`src/hdl/sched_timer_pkg.sv`:
```
// Constants, codes and carrier types shared by the scheduled interrupt timer
`default_nettype none
package sched_timer_pkg;

    // ==========================================================
    // Clock and tick timing
    localparam int CLK_PERIOD_NS = 40;
    localparam int TICK_10MS_NS = 10000000;
    localparam int TICK_1MS_NS = 1000000;
    localparam int TICK_100US_NS = 100000;
    localparam int TICK_10MS_CYC = TICK_10MS_NS / CLK_PERIOD_NS;
    localparam int TICK_1MS_CYC = TICK_1MS_NS / CLK_PERIOD_NS;
    localparam int TICK_100US_CYC = TICK_100US_NS / CLK_PERIOD_NS;

    // ==========================================================
    // Setup register
    localparam logic [7:0] TICK_UNIT_SETUP_OFS = 8'hC3;
    localparam int TICK_UNIT_LSB = 0;
    localparam int TICK_UNIT_W = 4;
    localparam logic [3:0] TICK_UNIT_RESET = 4'h0;

    typedef enum logic [3:0]
    {
        UNIT_10MS = 4'h0,
        UNIT_1MS = 4'h1,
        UNIT_100US = 4'h2
    } tick_unit_e;

    // ==========================================================
    // Instructions and interrupt identifiers
    typedef enum logic [1:0]
    {
        OP_SET_MASK = 2'b00,
        OP_READ_MASK = 2'b01,
        OP_CLEAR_PENDING = 2'b10,
        OP_IDLE = 2'b11
    } instr_op_e;

    localparam logic [7:0] ID_TMR0_NORMAL = 8'h04;
    localparam logic [7:0] ID_TMR1_NORMAL = 8'h05;
    localparam logic [7:0] ID_TMR0_RESET = 8'h0E;
    localparam logic [7:0] ID_TMR1_RESET = 8'h0F;

    // ==========================================================
    // Interval limits, in ticks
    localparam int INTERVAL_W = 14;
    localparam logic [15:0] INTERVAL_MAX = 16'h270F;
    localparam logic [15:0] INTERVAL_MIN_FINE = 16'h0005;
    localparam logic [15:0] INTERVAL_MIN_COARSE = 16'h0001;
    localparam logic [15:0] INTERVAL_PROHIBIT = 16'h0000;

    typedef struct packed
    {
        logic load;
        logic enable;
        logic clear_count;
        logic [INTERVAL_W-1:0] interval;
    } chan_cmd_s;

endpackage

`default_nettype wire

```
`src/hdl/sched_channel.sv`:
```
// One scheduled interrupt channel: interval, running count and interrupt pulse
`timescale 1ns/1ps
`default_nettype none

module sched_channel
    import sched_timer_pkg::*;
(
    input wire logic clk,
    input wire logic rst_n,
    input wire logic tick,
    input wire chan_cmd_s cmd,
    output logic [INTERVAL_W-1:0] interval_q,
    output logic [INTERVAL_W-1:0] count_q,
    output logic irq
);

    // ==========================================================
    // Counting
    logic [INTERVAL_W-1:0] interval_reg;
    logic [INTERVAL_W-1:0] count_reg;
    logic enable_reg;
    logic irq_reg;
    wire logic [INTERVAL_W-1:0] count_inc;
    wire logic fire;

    assign count_inc = count_reg + 14'h0001;
    // A set-mask or clear-pending for this channel in the same cycle takes precedence over the tick
    assign fire = enable_reg & tick & ~cmd.load & ~cmd.clear_count & (count_inc >= interval_reg);

    always_ff @(posedge clk or negedge rst_n)
    begin
        if (!rst_n)
        begin
            interval_reg <= 14'h0000;
            count_reg <= 14'h0000;
            enable_reg <= 1'b0;
            irq_reg <= 1'b0;
        end
        else
        begin
            irq_reg <= fire;
            if (cmd.load)
            begin
                interval_reg <= cmd.interval;
                enable_reg <= cmd.enable;
                if (cmd.clear_count)
                begin
                    count_reg <= 14'h0000;
                end
            end
            else if (cmd.clear_count)
            begin
                count_reg <= 14'h0000;
            end
            else if (fire)
            begin
                count_reg <= 14'h0000;
            end
            else if (enable_reg && tick)
            begin
                count_reg <= count_inc;
            end
        end
    end

    assign interval_q = interval_reg;
    assign count_q = count_reg;
    assign irq = irq_reg;

endmodule

`default_nettype wire

```
`src/hdl/sched_timer.sv`:
```
// Two scheduled interrupt interval timers driven by program instructions
// Operation
// Setup field selects tick: 0 is 10 ms, 1 is 1 ms, 2 is 0.1 ms.
// With 0.1 ms tick, intervals 0.5 ms to 999.9 ms in 0.1 ms steps.
// Set-mask value is the period between interrupts, in ticks.
// Identifiers 4 and 5 start timer 0 or 1 keeping the count.
// Identifiers 14 and 15 clear the count first, then start.
// Program issues clear-pending when it needs a fixed first delay.
// Running count measures from start or from the last interrupt.
// Running count is in the same tick unit as the interval.
// Read-mask with 4 or 5 returns the programmed interval.
// Read-mask with 14 or 15 returns the running count.
// Set-mask prohibit stops interrupts from that timer.
// Tick unit setting takes effect only when operation starts.
// Count reaching interval raises interrupt, clears count, counting continues.
`timescale 1ns/1ps
`default_nettype none

module sched_timer
    import sched_timer_pkg::*;
#(
    parameter int TICK_10MS_CYCLES = TICK_10MS_CYC,
    parameter int TICK_1MS_CYCLES = TICK_1MS_CYC,
    parameter int TICK_100US_CYCLES = TICK_100US_CYC
)
(
    input wire logic MCLK,
    input wire logic NRST,
    input wire logic RUN,
    input wire logic CFG_WE,
    input wire logic [7:0] CFG_ADDR,
    input wire logic [3:0] CFG_WDATA,
    output logic [3:0] CFG_RDATA,
    input wire logic INSTR_VALID,
    input wire logic [1:0] INSTR_OP,
    input wire logic [7:0] INSTR_ID,
    input wire logic [15:0] INSTR_DATA,
    output logic RESP_VALID,
    output logic [15:0] RESP_DATA,
    output logic RESP_ERR,
    output logic [3:0] ACTIVE_UNIT,
    output logic [1:0] IRQ
);

    localparam int PRE_W = $clog2(TICK_10MS_CYCLES + 1);

    // ==========================================================
    // Parameter checks
    generate
        if (TICK_100US_CYCLES < 1 || TICK_1MS_CYCLES < TICK_100US_CYCLES || TICK_10MS_CYCLES < TICK_1MS_CYCLES)
        begin : g_bad_tick
            $error("sched_timer: tick cycle counts must be ordered and at least one");
        end
    endgenerate

    // ==========================================================
    // Decoding helpers
    // Returns {known, reset_start, timer index}
    function automatic logic [2:0] decode_id(input logic [7:0] id);
        logic [2:0] r;
        r = 3'b000;
        case (id)
            ID_TMR0_NORMAL: r = 3'b100;
            ID_TMR1_NORMAL: r = 3'b101;
            ID_TMR0_RESET: r = 3'b110;
            ID_TMR1_RESET: r = 3'b111;
            default: r = 3'b000;
        endcase
        return r;
    endfunction

    function automatic logic interval_ok(input logic [15:0] value, input logic [3:0] unit);
        logic [15:0] min_val;
        min_val = (unit == UNIT_100US) ? INTERVAL_MIN_FINE : INTERVAL_MIN_COARSE;
        return (value == INTERVAL_PROHIBIT) || ((value >= min_val) && (value <= INTERVAL_MAX));
    endfunction

    // ==========================================================
    // Tick unit setup register and start of operation
    logic [3:0] setup_reg;
    logic [3:0] active_unit_reg;
    logic run_prev_reg;
    logic [3:0] cfg_rdata_reg;
    wire logic cfg_hit;
    wire logic run_start;
    wire logic [3:0] setup_legal;

    assign cfg_hit = (CFG_ADDR == TICK_UNIT_SETUP_OFS);
    assign run_start = RUN & ~run_prev_reg;
    // Codes above 2 are not defined; they fall back to the default tick
    assign setup_legal = (setup_reg == UNIT_1MS || setup_reg == UNIT_100US) ? setup_reg : TICK_UNIT_RESET;

    always_ff @(posedge MCLK or negedge NRST)
    begin
        if (!NRST)
        begin
            setup_reg <= TICK_UNIT_RESET;
            active_unit_reg <= TICK_UNIT_RESET;
            run_prev_reg <= 1'b0;
            cfg_rdata_reg <= 4'h0;
        end
        else
        begin
            run_prev_reg <= RUN;
            if (CFG_WE && cfg_hit)
            begin
                setup_reg <= CFG_WDATA[TICK_UNIT_LSB +: TICK_UNIT_W];
            end
            if (run_start)
            begin
                active_unit_reg <= setup_legal;
            end
            cfg_rdata_reg <= cfg_hit ? setup_reg : 4'h0;
        end
    end

    // ==========================================================
    // Tick prescaler
    logic [PRE_W-1:0] pre_reg;
    logic tick_reg;
    wire logic [PRE_W-1:0] pre_limit;
    wire logic pre_wrap;

    assign pre_limit = (active_unit_reg == UNIT_100US) ? PRE_W'(TICK_100US_CYCLES - 1) :
                       (active_unit_reg == UNIT_1MS) ? PRE_W'(TICK_1MS_CYCLES - 1) :
                       PRE_W'(TICK_10MS_CYCLES - 1);
    assign pre_wrap = (pre_reg >= pre_limit);

    always_ff @(posedge MCLK or negedge NRST)
    begin
        if (!NRST)
        begin
            pre_reg <= '0;
            tick_reg <= 1'b0;
        end
        else
        begin
            // The prescaler restarts with operation so the new unit begins cleanly
            if (!RUN || run_start || pre_wrap)
            begin
                pre_reg <= '0;
            end
            else
            begin
                pre_reg <= pre_reg + PRE_W'(1);
            end
            tick_reg <= RUN & ~run_start & pre_wrap;
        end
    end

    // ==========================================================
    // Instruction decode
    wire logic [2:0] id_dec;
    wire logic id_known;
    wire logic id_reset;
    wire logic id_idx;
    wire logic op_set;
    wire logic op_read;
    wire logic op_clear;
    wire logic set_good;
    wire logic cmd_err;

    assign id_dec = decode_id(INSTR_ID);
    assign id_known = id_dec[2];
    assign id_reset = id_dec[1];
    assign id_idx = id_dec[0];
    assign op_set = INSTR_VALID && (INSTR_OP == OP_SET_MASK) && id_known;
    assign op_read = INSTR_VALID && (INSTR_OP == OP_READ_MASK) && id_known;
    assign op_clear = INSTR_VALID && (INSTR_OP == OP_CLEAR_PENDING) && id_known;
    assign set_good = op_set && interval_ok(INSTR_DATA, active_unit_reg);
    assign cmd_err = INSTR_VALID && (!id_known || (INSTR_OP == OP_IDLE) || (op_set && !set_good));

    // ==========================================================
    // Channels
    wire chan_cmd_s cmd [2];
    wire logic [INTERVAL_W-1:0] interval_q [2];
    wire logic [INTERVAL_W-1:0] count_q [2];
    wire logic [1:0] irq_w;

    genvar gi;
    generate
        for (gi = 0; gi < 2; gi++)
        begin : g_chan
            wire logic sel;
            assign sel = (id_idx == 1'(gi));
            assign cmd[gi].load = set_good && sel;
            assign cmd[gi].enable = (INSTR_DATA != INTERVAL_PROHIBIT);
            assign cmd[gi].clear_count = sel && ((set_good && id_reset) || op_clear);
            assign cmd[gi].interval = INSTR_DATA[INTERVAL_W-1:0];

            sched_channel u_chan
            (
                .clk(MCLK),
                .rst_n(NRST),
                .tick(tick_reg),
                .cmd(cmd[gi]),
                .interval_q(interval_q[gi]),
                .count_q(count_q[gi]),
                .irq(irq_w[gi])
            );
        end
    endgenerate

    // ==========================================================
    // Responses
    logic resp_valid_reg;
    logic [15:0] resp_data_reg;
    logic resp_err_reg;
    logic [1:0] irq_reg;
    wire logic [INTERVAL_W-1:0] read_sel;

    // Count is in ticks of the active unit, same as the interval
    assign read_sel = id_reset ? count_q[id_idx] : interval_q[id_idx];

    always_ff @(posedge MCLK or negedge NRST)
    begin
        if (!NRST)
        begin
            resp_valid_reg <= 1'b0;
            resp_data_reg <= 16'h0000;
            resp_err_reg <= 1'b0;
            irq_reg <= 2'b00;
        end
        else
        begin
            resp_valid_reg <= INSTR_VALID;
            resp_err_reg <= cmd_err;
            resp_data_reg <= op_read ? {2'b00, read_sel} : 16'h0000;
            irq_reg <= irq_w;
        end
    end

    assign CFG_RDATA = cfg_rdata_reg;
    assign RESP_VALID = resp_valid_reg;
    assign RESP_DATA = resp_data_reg;
    assign RESP_ERR = resp_err_reg;
    assign ACTIVE_UNIT = active_unit_reg;
    assign IRQ = irq_reg;

endmodule

`default_nettype wire

```
`config.mk`:
```
export PLATFORM = sky130hd
export DESIGN_NAME = sched_timer
export DESIGN_NICKNAME = d
export VERILOG_FILES = /design/src/hdl/sched_timer_pkg.sv /design/src/hdl/sched_channel.sv /design/src/hdl/sched_timer.sv
export SDC_FILE = /design/constraint.sdc
export NUM_CORES = 1
export LEC_CHECK = 0
export BUFFER_PORTS_ARGS = -buffer_cell sky130_fd_sc_hd__buf_2
export CORE_AREA = 8 8 115 117
export CTS_CLUSTER_SIZE = 20
export DETAILED_ROUTE_END_ITERATION = 8
export DIE_AREA = 0 0 123 125
export GPL_TIMING_DRIVEN = 0
export PLACE_DENSITY = 0.82
export SLEW_MARGIN = 20
export SYNTH_ARGS = -nofsm -noshare
export SYNTH_HDL_FRONTEND = slang
export SYNTH_SLANG_ARGS = --single-unit
```
`constraint.sdc`:
```
create_clock -name MCLK -period 3.8 [get_ports MCLK]
set_input_delay 0.19 -clock MCLK [delete_from_list [all_inputs] [get_ports MCLK]]
set_output_delay 0.19 -clock MCLK [all_outputs]
set_load 0.02 [all_outputs]
```
== Yosys cells after proc, flatten, opt, wreduce, memory -nomap -nowiden ==
Cells that the tools add are included.
Storage, ports and cells
  word-level logic and storage cells: 120
  ROM bits: 0
  bits in registers: 110
  memories kept: 0
  output and inout bits: 28
  bits in latches: 0
  input bits: 43
  memory bits (writable): 0
Operators by class
  magnitude comparators: 6
  eq/ne operators: 14
  reduce and logical (&&, ||, !) cells: 35
  multipliers: 0
  div/mod/pow operators: 0
  add/subtract/negate cells: 3
  bitwise logic cells: 19
  shift-type cells: 0
  muxes and demuxes: 25
Operators with widths (count)
  $mux W14: 18
  $mux W18: 3
  $add A14 B1 Y14 const B: 2
  $ge A14 B14 Y1: 2
  $add A18 B1 Y18 const B: 1
  $ge A18 B18 Y1: 1
  $logic_and A1 B1 Y1: 18
  $eq A8 B3 Y1 const B: 2
  $eq A8 B4 Y1 const B: 2
  $ge A16 B3 Y1: 1
  $le A16 B14 Y1 const B: 1
  $logic_not A16 Y1: 1
  $reduce_bool A16 Y1: 1
  $pmux W3 S4: 1
  $and A1 B1 Y1: 11
  $eq A4 B1 Y1 const B: 2
  $eq A4 B2 Y1 const B: 2
  $eq A8 B8 Y1 const B: 1
  $mux W4: 2
  $logic_or A1 B1 Y1: 7
  $not A1 Y1: 7
  $reduce_bool A3 Y1: 2
  $eq A2 B2 Y1 const B: 2
  $ne A2 B2 Y1 const B: 2
  7 further kinds: 10

== Depth between registers and ports, before layout ==
Gate-level depths: netlist (run 1).
  depth in word-level cells: 15
  depth in mapped cells: 14
  gate-level depth less buffers: 12

== Modules after synthesis ==
A second synthesis (run 1) with hierarchy kept.
Unflattened totals
  cells, all modules: 645
  area total of the unflattened synthesis: 6374.9 um2
Modules (own cells, without submodules)
  sched_channel: sequential area each 750.7 um2, cells an instance 181, times used 2, area an instance 1731.7 um2
  sched_timer: sequential area each 1251.2 um2, cells an instance 283, times used 1, area an instance 2911.5 um2

== Worst setup path before layout (run 1) ==
Ideal clock, no wire load.
  path kind: register to register
  start: reg g_chan[0].u_chan.count_reg[0]
  end: reg g_chan[0].u_chan.count_reg[2]
  setup slack: 0.430 ns
  arrival: 3.268 ns
  buffers on the path: 0
  stages on the path, launching flop included: 12
  setup time: 0.102 ns
  period minus slack after synthesis: 3.370 ns
  data required time: 3.698 ns
  path through: dfrtp_1 -> ha_1 -> and3_1 -> nand4_1 -> or2_2 -> xnor2_1 -> ha_1 -> a21o_1 -> a21o_1 -> a221oi_1 -> nand3b_1 -> o32ai_1
Between the ends
  cells in the longest elaborated chain, start to end: 6
  elaborated cells on any way between the ends: 9
  those cells by class: add/sub: 1; order compare: 1; mux: 4; bitwise: 1; reduce/logical: 2
RTL lines
  from (decl): line sched_channel.sv:20  | logic [INTERVAL_W-1:0] count_reg;
  from (signal assigned): line sched_channel.sv:61  | count_reg <= count_inc;
  $add A14 B1 Y14 *: line sched_channel.sv:26  | assign count_inc = count_reg + 14'h0001;
  $ge A14 B14 Y1: line sched_channel.sv:28  | assign fire = enable_reg & tick & ~cmd.load & ~cmd.clear_count & (count_inc >= interval_reg);
  $and A1 B1 Y1: line sched_channel.sv:28
  $mux W14: line sched_channel.sv:55  | else if (fire)
  $mux W14: line sched_channel.sv:51  | else if (cmd.clear_count)
  $mux W14: line sched_channel.sv:42  | if (cmd.load)
Every way passes the cells marked *; elsewhere a longest branch is shown, timed or not. The select of a mux whose other input is x is not followed.
A chain may end at the register's enable or synchronous reset.

== Final worst setup path (run 1) ==
  start: reg g_chan[0].u_chan.count_reg[4]
  end: reg g_chan[0].u_chan.count_reg[6]
Same word-level chain as after synthesis.

==> summary.txt, run 1 <==
STA
  • Slew HR: 0.405
  • Fin crit period: roughly 3.6 ns
  • Fmax: 0.275 GHz
  • Final hold slack: 0.0585 ns
  • Final Max Tran Viols: 0
  • Tcrit/Tclk final: 0.957
  • Setup violators final: 0
  • Slew @ Worst Pin: between 0.8 and 0.9 ns
  • Final Skew: 0.00580 ns
  • Hold Violations, Final: 0

Worst setup path
  • Required @ worst endpoint: roughly 4 ns
  • Reg2reg path depth: 14
  • Critical path endpoint category: register
  • Crit Path Max Fanout: 7
  • Slowest CP cell: a221oi_4
  • CP peak stage delay: 0.37 ns
  • Element type at the critical path start: register
  • Crit path arrival time: between 3 and 4 ns
  • CP bufs+invs: 4
  • Worst path most repeated cell: nand3_1
  • WS Path Type: register to register
  • Critical path depth in cells: 14
  • CP delay by family, top: simple AND/OR/NAND/NOR gates
  • Worst-path cell chain: clkbuf_1 -> nand3_1 -> nor2_2 -> nand3_1 -> nor3_1 -> xnor2_1 -> inv_1 -> ha_1 -> and4_1 -> a221oi_4 -> buf_2 -> nand3b_1 -> buf_4 -> o32ai_1
  • R2r setup slk: roughly 0.16 ns

Yosys
  • Area leader, netlist: dfrtp_1
  • Synth Register Bits: 110
  • Post-Syn Area: 6660 sq um
  • Syn avg cell area: 9.24 sq um
  • Async SR Flop Fraction: 1.00
  • Prevailing post-synth register cell: dfrtp_1
  • Post-synth EDFFs: 0
  • Post-synth cell types: 60
  • XOR/XNOR Fraction of Synth Area: 0.0421
  • Compound-Gate Fraction of Synth Area: 0.160
  • Multiplexer area fraction after synthesis: 0.0439
  • Most frequent cells after synthesis: dfrtp_1, nand2_1, nor2_1
  • Post-Syn Instances: 721
  • Sequential share of the synthesized area: 0.413
  • Simple-gate share of the synthesized area: 0.213
  • Post-Synth Adder-Cell Area: 0.0826
  • Synth top area cells: dfrtp_1, ha_1, nand2_1
  • Post-synth top area share: 0.413
  • Yosys warns: 0
  • Largest family of logic cells by synthesized area: simple AND/OR/NAND/NOR gates
  • Most frequent cell after synthesis: dfrtp_1

Drt
  • Vias per cell: between 6 and 7
  • Antenna Nets Post-Route: 0
  • Drt first pass iters: 6
  • Via Count: 6015
  • DR iter-0 viols: 605
  • Total Wirelength: 17.7 mm
  • # DRC: 0
  • DR WL/cell: 18.3 um

Place
  • IO Port Bufs: 67
  • DPL Wire Length: 13.7 mm
  • Gpl congestion: between 0.9 and 1
  • Placed inst area: 7240 sq um

Clocking
  • Clk_lat worst skew: 0.36 ns
  • TritonCTS clock tree: yes
  • Clk sinks: 110
  • Htree depth: 3
  • Worst-path clk slew: roughly 0.07 ns
  • Clk root buf: clkbuf_16
  • Num CTS Buffers: 9
  • Max clock buf depth: 2

Flow run
  • Max-Cap Viols: 0

Pwr
  • PwrDens: between 200 and 300 nW/um^2
  • Clock share of power: 0.404
  • Part of the power in registers: 0.531
  • Overall power: 2.23 mW
  • Internal Power: between 1.5 and 2 mW
  • Combinational Power Share: 0.064
  • Peak supply drop: 0.000389 V
  • Leak: 3.58 nW
  • Net Sw Frac: 0.245
  • Switch Pwr: 0.547 mW

Finish
  • Final nets: 899
  • Layout cells sized above 1: 0.164
  • Filler instances: between 900 and 1000
  • Design Area, Final: 7620 sq um
  • Syn-to-layout area delta: 14.4%
  • Antenna diodes: 0

GRT
  • Antenna violations before repair: 0
  • Pin count of the biggest net entering global routing: between 50 and 60
  • Vias in the first global route: 5881
  • First-pass GRT wire length: 29.0 mm
  • Overflow after GRT: 0
  • GRT Util Overall: 0.237

Floorplanning
  • Rows: 40
  • Initial core utilization: 0.574
  • Core area: around 12000 sq um
  • Die height: around 130 um
  • Total Die Area: 15400 sq um
  • I/O pin cnt: between 70 and 80
  • Die width: 123 um

Status
  • Run status: completed

Hold path
  • Cells on Worst Hold Path: 2
  • Worst min-delay path class: input port to register
-- final cells by class --
| type | instances | area [sq um] | area share |
|---|---|---|---|
| plain buffers | 37 | 160 | 0.0210 |
| multi-input cells | 538 | 3650 | 0.479 |
| clock buffers | 9 | 225 | 0.0296 |
| inverters | 37 | 139 | 0.0182 |
| flip-flops and latches | 110 | 2750 | 0.361 |
| repair buffers | 79 | 454 | 0.0596 |
| clock inverters | 7 | 56.3 | 0.00739 |
| well taps | 147 | 184 | 0.0241 |
-- final timing paths --
kind                                              from                           to
max in group asynchronous                         NRST  g_chan[1].u_chan.count_q[6]
min reg2reg                       g_chan[0].u_chan.irq                       IRQ[0]
min                                       CFG_WDATA[0]                 setup_reg[0]
max                        g_chan[0].u_chan.count_q[4]  g_chan[0].u_chan.count_q[6]
min in group asynchronous                         NRST                   pre_reg[0]
max reg2reg                g_chan[0].u_chan.count_q[4]  g_chan[0].u_chan.count_q[6]
-- stage by stage --
step / instances / setup slack (ns) / setup TNS (ns) / util
after floorplan: 722 / 0.430 / 0 / -
after global placement: 936 / -0.496 / -5.17 / 0.619
after detailed placement: 939 / -0.0344 / -0.0359 / 0.623
after CTS: 958 / 0.0743 / 0 / 0.651
after global routing: 964 / -0.0210 / -0.0298 / 0.656
final: 964 / 0.164 / 0 / 0.656
-- power groups by stage --
stage | logic [mW] | clock network (mW) | registers (mW)
after floorplan | 0.0575 | 0 | 1.21
after global placement | 0.129 | 0 | 1.21
after detailed placement | 0.140 | 0 | 1.21
after CTS | 0.143 | 0.920 | 1.18
after global routing | 0.159 | 0.968 | 1.19
final | 0.143 | 0.902 | 1.18
-- kinds of logic after synthesis --
group | Yosys count
flip-flops | 110
multiplexers | 23
other | 1
AND/OR/NAND/NOR | 288
buffers and inverters | 74
adder cells (fa/ha/maj) | 44
XOR/XNOR | 32
AO/OA/AOI/OAI | 149
-- placed cells by master, fill, tap and decap left out, drive strengths merged, types with 28 or more instances in the layout --
master,synthesis,layout
nor2,56,56
nand2,86,86
clkbuf,28,37
dfrtp,110,110
o21ai,28,28
nand3,46,46
buf,9,85
inv,37,40
ha,44,44
-- metal layers --
metal / vias to the layer above / part of all wire / track usage
li1: 2808 / - / -
met1: 2849 / 0.39 / 0.282
met2: 296 / 0.49 / 0.387
met3: 62 / 0.076 / 0.0491
met4: 0 / 0.047 / 0.137
met5: - / 0 / 0
-- what timing repair did --
action | CTS | global route
pin swaps | 0 | 0
hold buffers | 3 | 0
gates cloned | 0 | 0
setup endpoints to repair | 9 | 16
resized for setup | 1 | 7
setup buffers | 0 | 6
endpoints found under the hold margin | 57 | 0
Power figures use the tool's default switching activity.
==> run 2: changes to the inputs <==
--- a/config.mk
+++ b/config.mk
@@ -6,13 +6,14 @@
 export NUM_CORES = 1
 export LEC_CHECK = 0
 export BUFFER_PORTS_ARGS = -buffer_cell sky130_fd_sc_hd__buf_2
-export CORE_AREA = 8 8 115 117
+export CORE_AREA = 8 8 113 115
 export CTS_CLUSTER_SIZE = 20
 export DETAILED_ROUTE_END_ITERATION = 8
-export DIE_AREA = 0 0 123 125
+export DIE_AREA = 0 0 121 123
 export GPL_TIMING_DRIVEN = 0
 export PLACE_DENSITY = 0.82
 export SLEW_MARGIN = 20
 export SYNTH_ARGS = -nofsm -noshare
 export SYNTH_HDL_FRONTEND = slang
+export SYNTH_HIERARCHICAL = 1
 export SYNTH_SLANG_ARGS = --single-unit
==> run 2 against run 1 <==
Hold slack better by 0.017 ns. Clock skew is 0.0013 ns higher. Area after synthesis is 4.3% lower. Sequential share of layout area is 1.9 points higher. Fmax is 12% higher. Non-clock buffer count is 22 lower. Design area is 5.0% lower. Clock-buffer cell count is 3 higher. Total power is 0.76% lower. Critical endpoint is now g_chan[1].u_chan/interval_q[12]. Largest power group unchanged. Highest routed layer unchanged.
==> summary.txt, run 2 <==
GRT
  • Pin count of the biggest net entering global routing: 61
  • Antenna violations before repair: 0
  • Vias in the first global route: ~5400
  • GRT Util Overall: 0.223
  • Overflow after GRT: 0
  • First-pass GRT wire length: 26.1 mm

Place
  • IO Port Bufs: approximately 70
  • DPL Wire Length: about 12 mm
  • Cells after DPL: 858
  • Gpl congestion: 0.919
  • DP Worst Slack: 0.629 ns
  • Placed inst area: between 6000 and 7000 sq um

STA
  • Hold Violations, Final: 0
  • Setup violators final: 0
  • Slew @ Worst Pin: 0.767 ns
  • Tcrit/Tclk final: 0.853
  • Final Max Tran Viols: 0
  • Final Skew: just over 0.007 ns
  • Unrepaired setup endpoints after global routing: no
  • Setup WS post-layout: between 0.5 and 0.6 ns
  • Fin crit period: around 3.2 ns
  • Slew HR: 0.484
  • Fmax: 0.308 GHz
  • Setup_tns: 0 ns

Pwr
  • Leak: 3.72 nW
  • Clock share of power: 0.403
  • Internal Power: 1.71 mW
  • Part of the power in registers: 0.536
  • Switch Pwr: 0.507 mW
  • Net Sw Frac: 0.229
  • Overall power: 2.21 mW
  • Peak supply drop: around 0.00019 V
  • PwrDens: 306 nW/um^2
  • Combinational Power Share: 0.061

Yosys
  • Async SR Flop Fraction: 1.00
  • Yosys warns: 6
  • Post-Syn Area: between 6000 and 7000 sq um
  • Prevailing post-synth register cell: dfrtp_1
  • Post-synth EDFFs: 0
  • XOR/XNOR Fraction of Synth Area: 0.0504
  • Sequential share of the synthesized area: 0.432
  • Area leader, netlist: dfrtp_1
  • Most frequent cell after synthesis: dfrtp_1
  • Synth top area cells: dfrtp_1, ha_1, nand2_1
  • Multiplexer area fraction after synthesis: 0.0361
  • Simple-gate share of the synthesized area: 0.206
  • Most frequent cells after synthesis: dfrtp_1, nand2_1, ha_1
  • Syn avg cell area: 9.88 sq um
  • Post-Syn Instances: 645
  • Post-synth top area share: 0.432
  • Post-Synth Adder-Cell Area: 0.0864
  • Post-synth cell types: 59
  • Largest family of logic cells by synthesized area: simple AND/OR/NAND/NOR gates
  • Compound-Gate Fraction of Synth Area: 0.140
  • Synth Register Bits: 110

Flow run
  • Max-Cap Viols: 0

Clocking
  • Htree depth: 3
  • Clk_lat worst skew: approximately 0.35 ns
  • Clk root buf: clkbuf_16
  • Hold-fix buffers, CTS: 3
  • Worst-path clk slew: approximately 0.070 ns
  • Setup bufs post-CTS: 0
  • Clk sinks: 110
  • Max clock buf depth: 2
  • Num CTS Buffers: 9
  • Post-cts resize count: 0
  • TritonCTS clock tree: yes

Drt
  • Total Wirelength: 16.2 mm
  • # DRC: 0
  • DR WL/cell: 18.4 um
  • Drt first pass iters: 5
  • Via Count: 5252
  • Antenna Nets Post-Route: 0
  • Vias per cell: 6.00
  • DR iter-0 viols: roughly 490

Worst setup path
  • Required @ worst endpoint: 4.01 ns
  • Crit path arrival time: 3.46 ns
  • Crit Path Max Fanout: 10
  • Critical path endpoint category: register
  • Element type at the critical path start: register
  • WS Path Type: register to register

Status
  • Run status: completed

Floorplanning
  • Total Die Area: 14900 sq um
  • I/O pin cnt: about 70
  • Die height: 123 um
  • Core area: 11100 sq um
  • Die width: 121 um
  • Initial core utilization: 0.576
  • Rows: 39

Finish
  • Sequential cell area: between 2000 and 3000 sq um
  • Design Area, Final: 7240 sq um
  • Syn-to-layout area delta: 13.5%
  • Most common cell after layout, fill and taps aside: dfrtp_1
  • Footprint of the multi-input gates: 3310 sq um
  • Commonest cells after routing, fill and taps aside: dfrtp_1, nand2_1, buf_2, ha_1, nor2_1
  • Final nets: 816
  • Filler instances: 834
  • Layout cells sized above 1: 0.179
  • Antenna diodes: 0
  • Final std cells w/o fill: a little under 900

Hold path
  • Worst min-delay path class: input port to register
[run 2: cell count changes in the layout (fill, tap and decap cells not counted), moves of 12 or more]
| cell | before | now |
|---|---|---|
| clkbuf_1 | 26 | 6 |
| nand2_1 | 86 | 74 |
| a22o_1 | 0 | 18 |
| a31oi_1 | 17 | 5 |
| a311oi_1 | 18 | 1 |
| nor2_1 | 55 | 39 |
| a211oi_1 | 8 | 28 |
| nand3_1 | 45 | 18 |
| o32ai_1 | 18 | 0 |
[run 2: final cells by class]
type	instances	share of cell area
flip-flops and latches	110	0.380
multi-input cells	476	0.457
well taps	143	0.0247
repair buffers	72	0.0558
inverters	38	0.0197
clock inverters	3	0.00277
plain buffers	22	0.0239
clock buffers	12	0.0354
[run 2: metrics by stage]
| stage | hold slack, ns | utilization |
|---|---|---|
| CTS | 0.0718 | 0.653 |
| finish | 0.0753 | 0.653 |
| floorplan | -0.106 | - |
| global route | 0.0724 | 0.653 |
| global placement | 0.334 | 0.623 |
| detailed placement | 0.171 | 0.626 |
[run 2: power by group through the flow]
| stage | clock network [mW] | logic [mW] | registers, mW |
|---|---|---|---|
| global placement | 0 | 0.121 | 1.21 |
| CTS | 0.902 | 0.135 | 1.19 |
| floorplan | 0 | 0.0497 | 1.21 |
| detailed placement | 0 | 0.132 | 1.21 |
| finish | 0.891 | 0.135 | 1.19 |
| global route | 0.957 | 0.150 | 1.19 |
[run 2: cells by family after synthesis]
group / after synthesis
adders and majority gates: 44
buffers and inverters: 60
DFF: 110
and+or+nand+nor: 241
xor gates and xnor gates: 35
AOI/OAI and AO/OA: 132
muxes: 22
other: 1
[run 2: path summary, 6_finish.rpt]
path / from / end / slack (ns) / cells past startpoint
max: ACTIVE_UNIT[3] / g_chan[1].u_chan/interval_q[12] / 0.56 / 10
min: CFG_WDATA[0] / setup_reg[0] / 0.08 / 2
max reg2reg: ACTIVE_UNIT[3] / g_chan[1].u_chan/interval_q[12] / 0.56 / 10
min reg2reg: g_chan[1].u_chan/irq / IRQ[1] / 0.35 / 0
max in group asynchronous: NRST / ACTIVE_UNIT[1] / 2.79 / 3
min in group asynchronous: NRST / RESP_DATA[7] / 0.36 / 2
[run 2: worst max-delay path, stage by stage, from the launching register on]
cell and delay, ns:
dfrtp_1 0.39, nor2_1 0.14, nand3b_1 0.22, ha_1 0.35
a21oi_1 0.12, a31oi_1 0.35, nor2_1 0.12, nor3_1 0.31
clkbuf_1 0.50, buf_1 0.44, o21ai_0 0.17
[run 2: layer usage]
layer | track usage | part of all wire | vias up
met5 | 0 | 0 | -
met4 | 0.113 | 0.036 | 0
met3 | 0.0475 | 0.084 | 40
met2 | 0.369 | 0.47 | 195
met1 | 0.272 | 0.41 | 2548
li1 | - | - | 2469
==> run 3: changes to the inputs <==
--- a/config.mk
+++ b/config.mk
@@ -6,13 +6,12 @@
 export NUM_CORES = 1
 export LEC_CHECK = 0
 export BUFFER_PORTS_ARGS = -buffer_cell sky130_fd_sc_hd__buf_2
-export CORE_AREA = 8 8 113 115
+export CORE_AREA = 8 8 144 146
 export CTS_CLUSTER_SIZE = 20
 export DETAILED_ROUTE_END_ITERATION = 8
-export DIE_AREA = 0 0 121 123
+export DIE_AREA = 0 0 152 154
 export GPL_TIMING_DRIVEN = 0
-export PLACE_DENSITY = 0.82
-export SLEW_MARGIN = 20
+export PLACE_DENSITY = 0.54
 export SYNTH_ARGS = -nofsm -noshare
 export SYNTH_HDL_FRONTEND = slang
 export SYNTH_HIERARCHICAL = 1
==> constraint.sdc (replaced) <==
create_clock -name MCLK -period 4.06 [get_ports MCLK]
set_input_delay 0.203 -clock MCLK [delete_from_list [all_inputs] [get_ports MCLK]]
set_output_delay 0.203 -clock MCLK [all_outputs]
set_load 0.02 [all_outputs]
==> run 3 against run 2 <==
Sequential cell count is the same. Highest routed layer is now met5. Register-to-register slack gained 0.26 ns. Die area grew 57%. Fmax shrank 0.12%.
==> summary.txt, run 3 (synthesis results as in run 2) <==
Status
  • Run status: completed

Worst setup path
  • Required @ worst endpoint: 4.31 ns
  • R2r setup slk: ~0.81 ns
  • Worst-path cell chain: nor2_1 -> nand3b_1 -> ha_1 -> a21oi_1 -> a31oi_1 -> nor2_1 -> nor3_1 -> clkbuf_1 -> clkbuf_1 -> nand2_1 -> o21ai_0
  • Element type at the critical path start: register
  • WS Path Type: register to register
  • Critical path endpoint category: register
  • Crit path arrival time: 3.50 ns
  • Crit Path Max Fanout: 10
  • CP peak stage delay: approximately 0.5 ns
  • Slowest CP cell: clkbuf_1

GRT
  • GRT Util Overall: 0.146
  • Overflow after GRT: 0
  • First-pass GRT wire length: between 20 and 30 mm
  • Vias in the first global route: roughly 5200
  • Antenna violations before repair: 2
  • Pin count of the biggest net entering global routing: 83

Place
  • IO Port Bufs: 68
  • DPL Wire Length: 13.1 mm
  • Gpl congestion: 0.842

Finish
  • Layout cells sized above 1: 0.178
  • Final nets: 814
  • Syn-to-layout area delta: 15.0%
  • Most common cell after layout, fill and taps aside: dfrtp_1
  • Commonest cells after routing, fill and taps aside: dfrtp_1, nand2_1, buf_2, ha_1, nor2_1
  • Final Util: 0.397

Flow run
  • Max-Cap Viols: 0

STA
  • Unrepaired setup endpoints after global routing: no
  • Slew HR: 0.599
  • Slew @ Worst Pin: 0.601 ns
  • Setup violators final: 0
  • Hold Violations, Final: 0
  • Final Skew: 0.00789 ns
  • Final Max Tran Viols: 0
  • Fmax: just over 0.3 GHz
  • Setup_tns: 0 ns
  • Tcrit/Tclk final: 0.800
  • Fin crit period: 3.25 ns

Clocking
  • Post-cts resize count: 0
  • Htree depth: 3
  • TritonCTS clock tree: yes
  • Clk_lat worst skew: 0.35 ns
  • Setup bufs post-CTS: 0
  • Worst-path clk slew: approximately 0.07 ns
  • Hold-fix buffers, CTS: 1
  • Num CTS Buffers: 9
  • Max clock buf depth: 2
  • Clk sinks: 110
  • Clk root buf: clkbuf_16

Drt
  • DR WL/cell: 17.4 um
  • Vias per cell: 5.29
  • Antenna Nets Post-Route: 0
  • Via Count: 5103
  • Drt first pass iters: 5
  • # DRC: 0
  • DR iter-0 viols: 320
  • Total Wirelength: 16.8 mm

Pwr
  • PwrDens: between 200 and 300 nW/um^2
  • Peak supply drop: 0.000200 V
  • Leak: 3.71 nW

Floorplanning
  • Core area: ~18000 sq um
  • Total Die Area: 23400 sq um
  • Initial core utilization: 0.345
  • I/O pin cnt: 71
  • Die height: 154 um
  • Rows: 50
  • Die width: ~150 um

Hold path
  • Worst min-delay path class: input port to register
## run 3: changes by cell type in the layout (fill, tap and decap cells not counted), sizes merged
cell	previous run	this run
clkinvlp	2	0
diode	0	1
dlygate4sd3	3	1
clkbuf	18	19
## run 3: per-stage QoR
stage	instances	area, sq um	hold slack, ns	total power [mW]	setup WS [ns]
3_5_place_dp	949	7050	0.0935	1.26	0.807
2_1_floorplan	646	6380	-0.0926	1.18	1.32
6_report	965	7330	0.0230	2.08	0.814
4_1_cts	964	7330	0.00719	2.11	0.800
5_1_grt	965	7330	0.00857	2.16	0.519
3_3_place_gp	948	7010	0.332	1.25	0.826
## run 3: final cells by class
cell class,instances,area [sq um]
Antenna cell,1,2.50
Buffer,22,173
Clock buffer,13,270
Clock inverter,1,5.00
Fill cell,1822,11100
Inverter,38,143
Multi-Input combinational cell,476,3310
Sequential cell,110,2750
Tap cell,234,293
Timing Repair Buffer,70,384
## run 3: metal layers
metal	wire length (um)	part of all wire	vias up	track usage
li1	-	-	2473	-
met1	7660	0.45	2466	0.187
met4	206	0.012	2	0.0333
met3	1200	0.071	16	0.0460
met2	7760	0.46	146	0.237
met5	12	0.00071	-	0
## run 3: final timing paths
kind                                       from  cells after the start                         endpoint
max in group asynchronous                  NRST                      3                     setup_reg[1]
setup reg to reg                 ACTIVE_UNIT[3]                     11  g_chan[1].u_chan/interval_q[11]
hold reg to reg            g_chan[0].u_chan/irq                      0                           IRQ[0]
hold / removal                              RUN                      1                     run_prev_reg
setup / recovery                 ACTIVE_UNIT[3]                     11  g_chan[1].u_chan/interval_q[11]
min in group asynchronous                  NRST                      2                           IRQ[1]
## run 3: where the power goes
group | switching [mW] | internal (mW) | leakage [nW] | total, mW
combinational | 0.0800 | 0.0445 | 2.18 | 0.124
sequential | 0.00611 | 1.10 | 1.39 | 1.11
clock | 0.388 | 0.460 | 0.138 | 0.848
total | 0.475 | 1.61 | 3.71 | 2.08
## run 3: critical path, delay by kind of cell (launching register included)
kind / cells / cell delay [ns]
buffers and inverters: 2 / 0.95
AND/OR/NAND/NOR: 5 / 0.88
AO/OA/AOI/OAI: 3 / 0.54
flip-flops: 1 / 0.39
adder cells (fa/ha/maj): 1 / 0.37
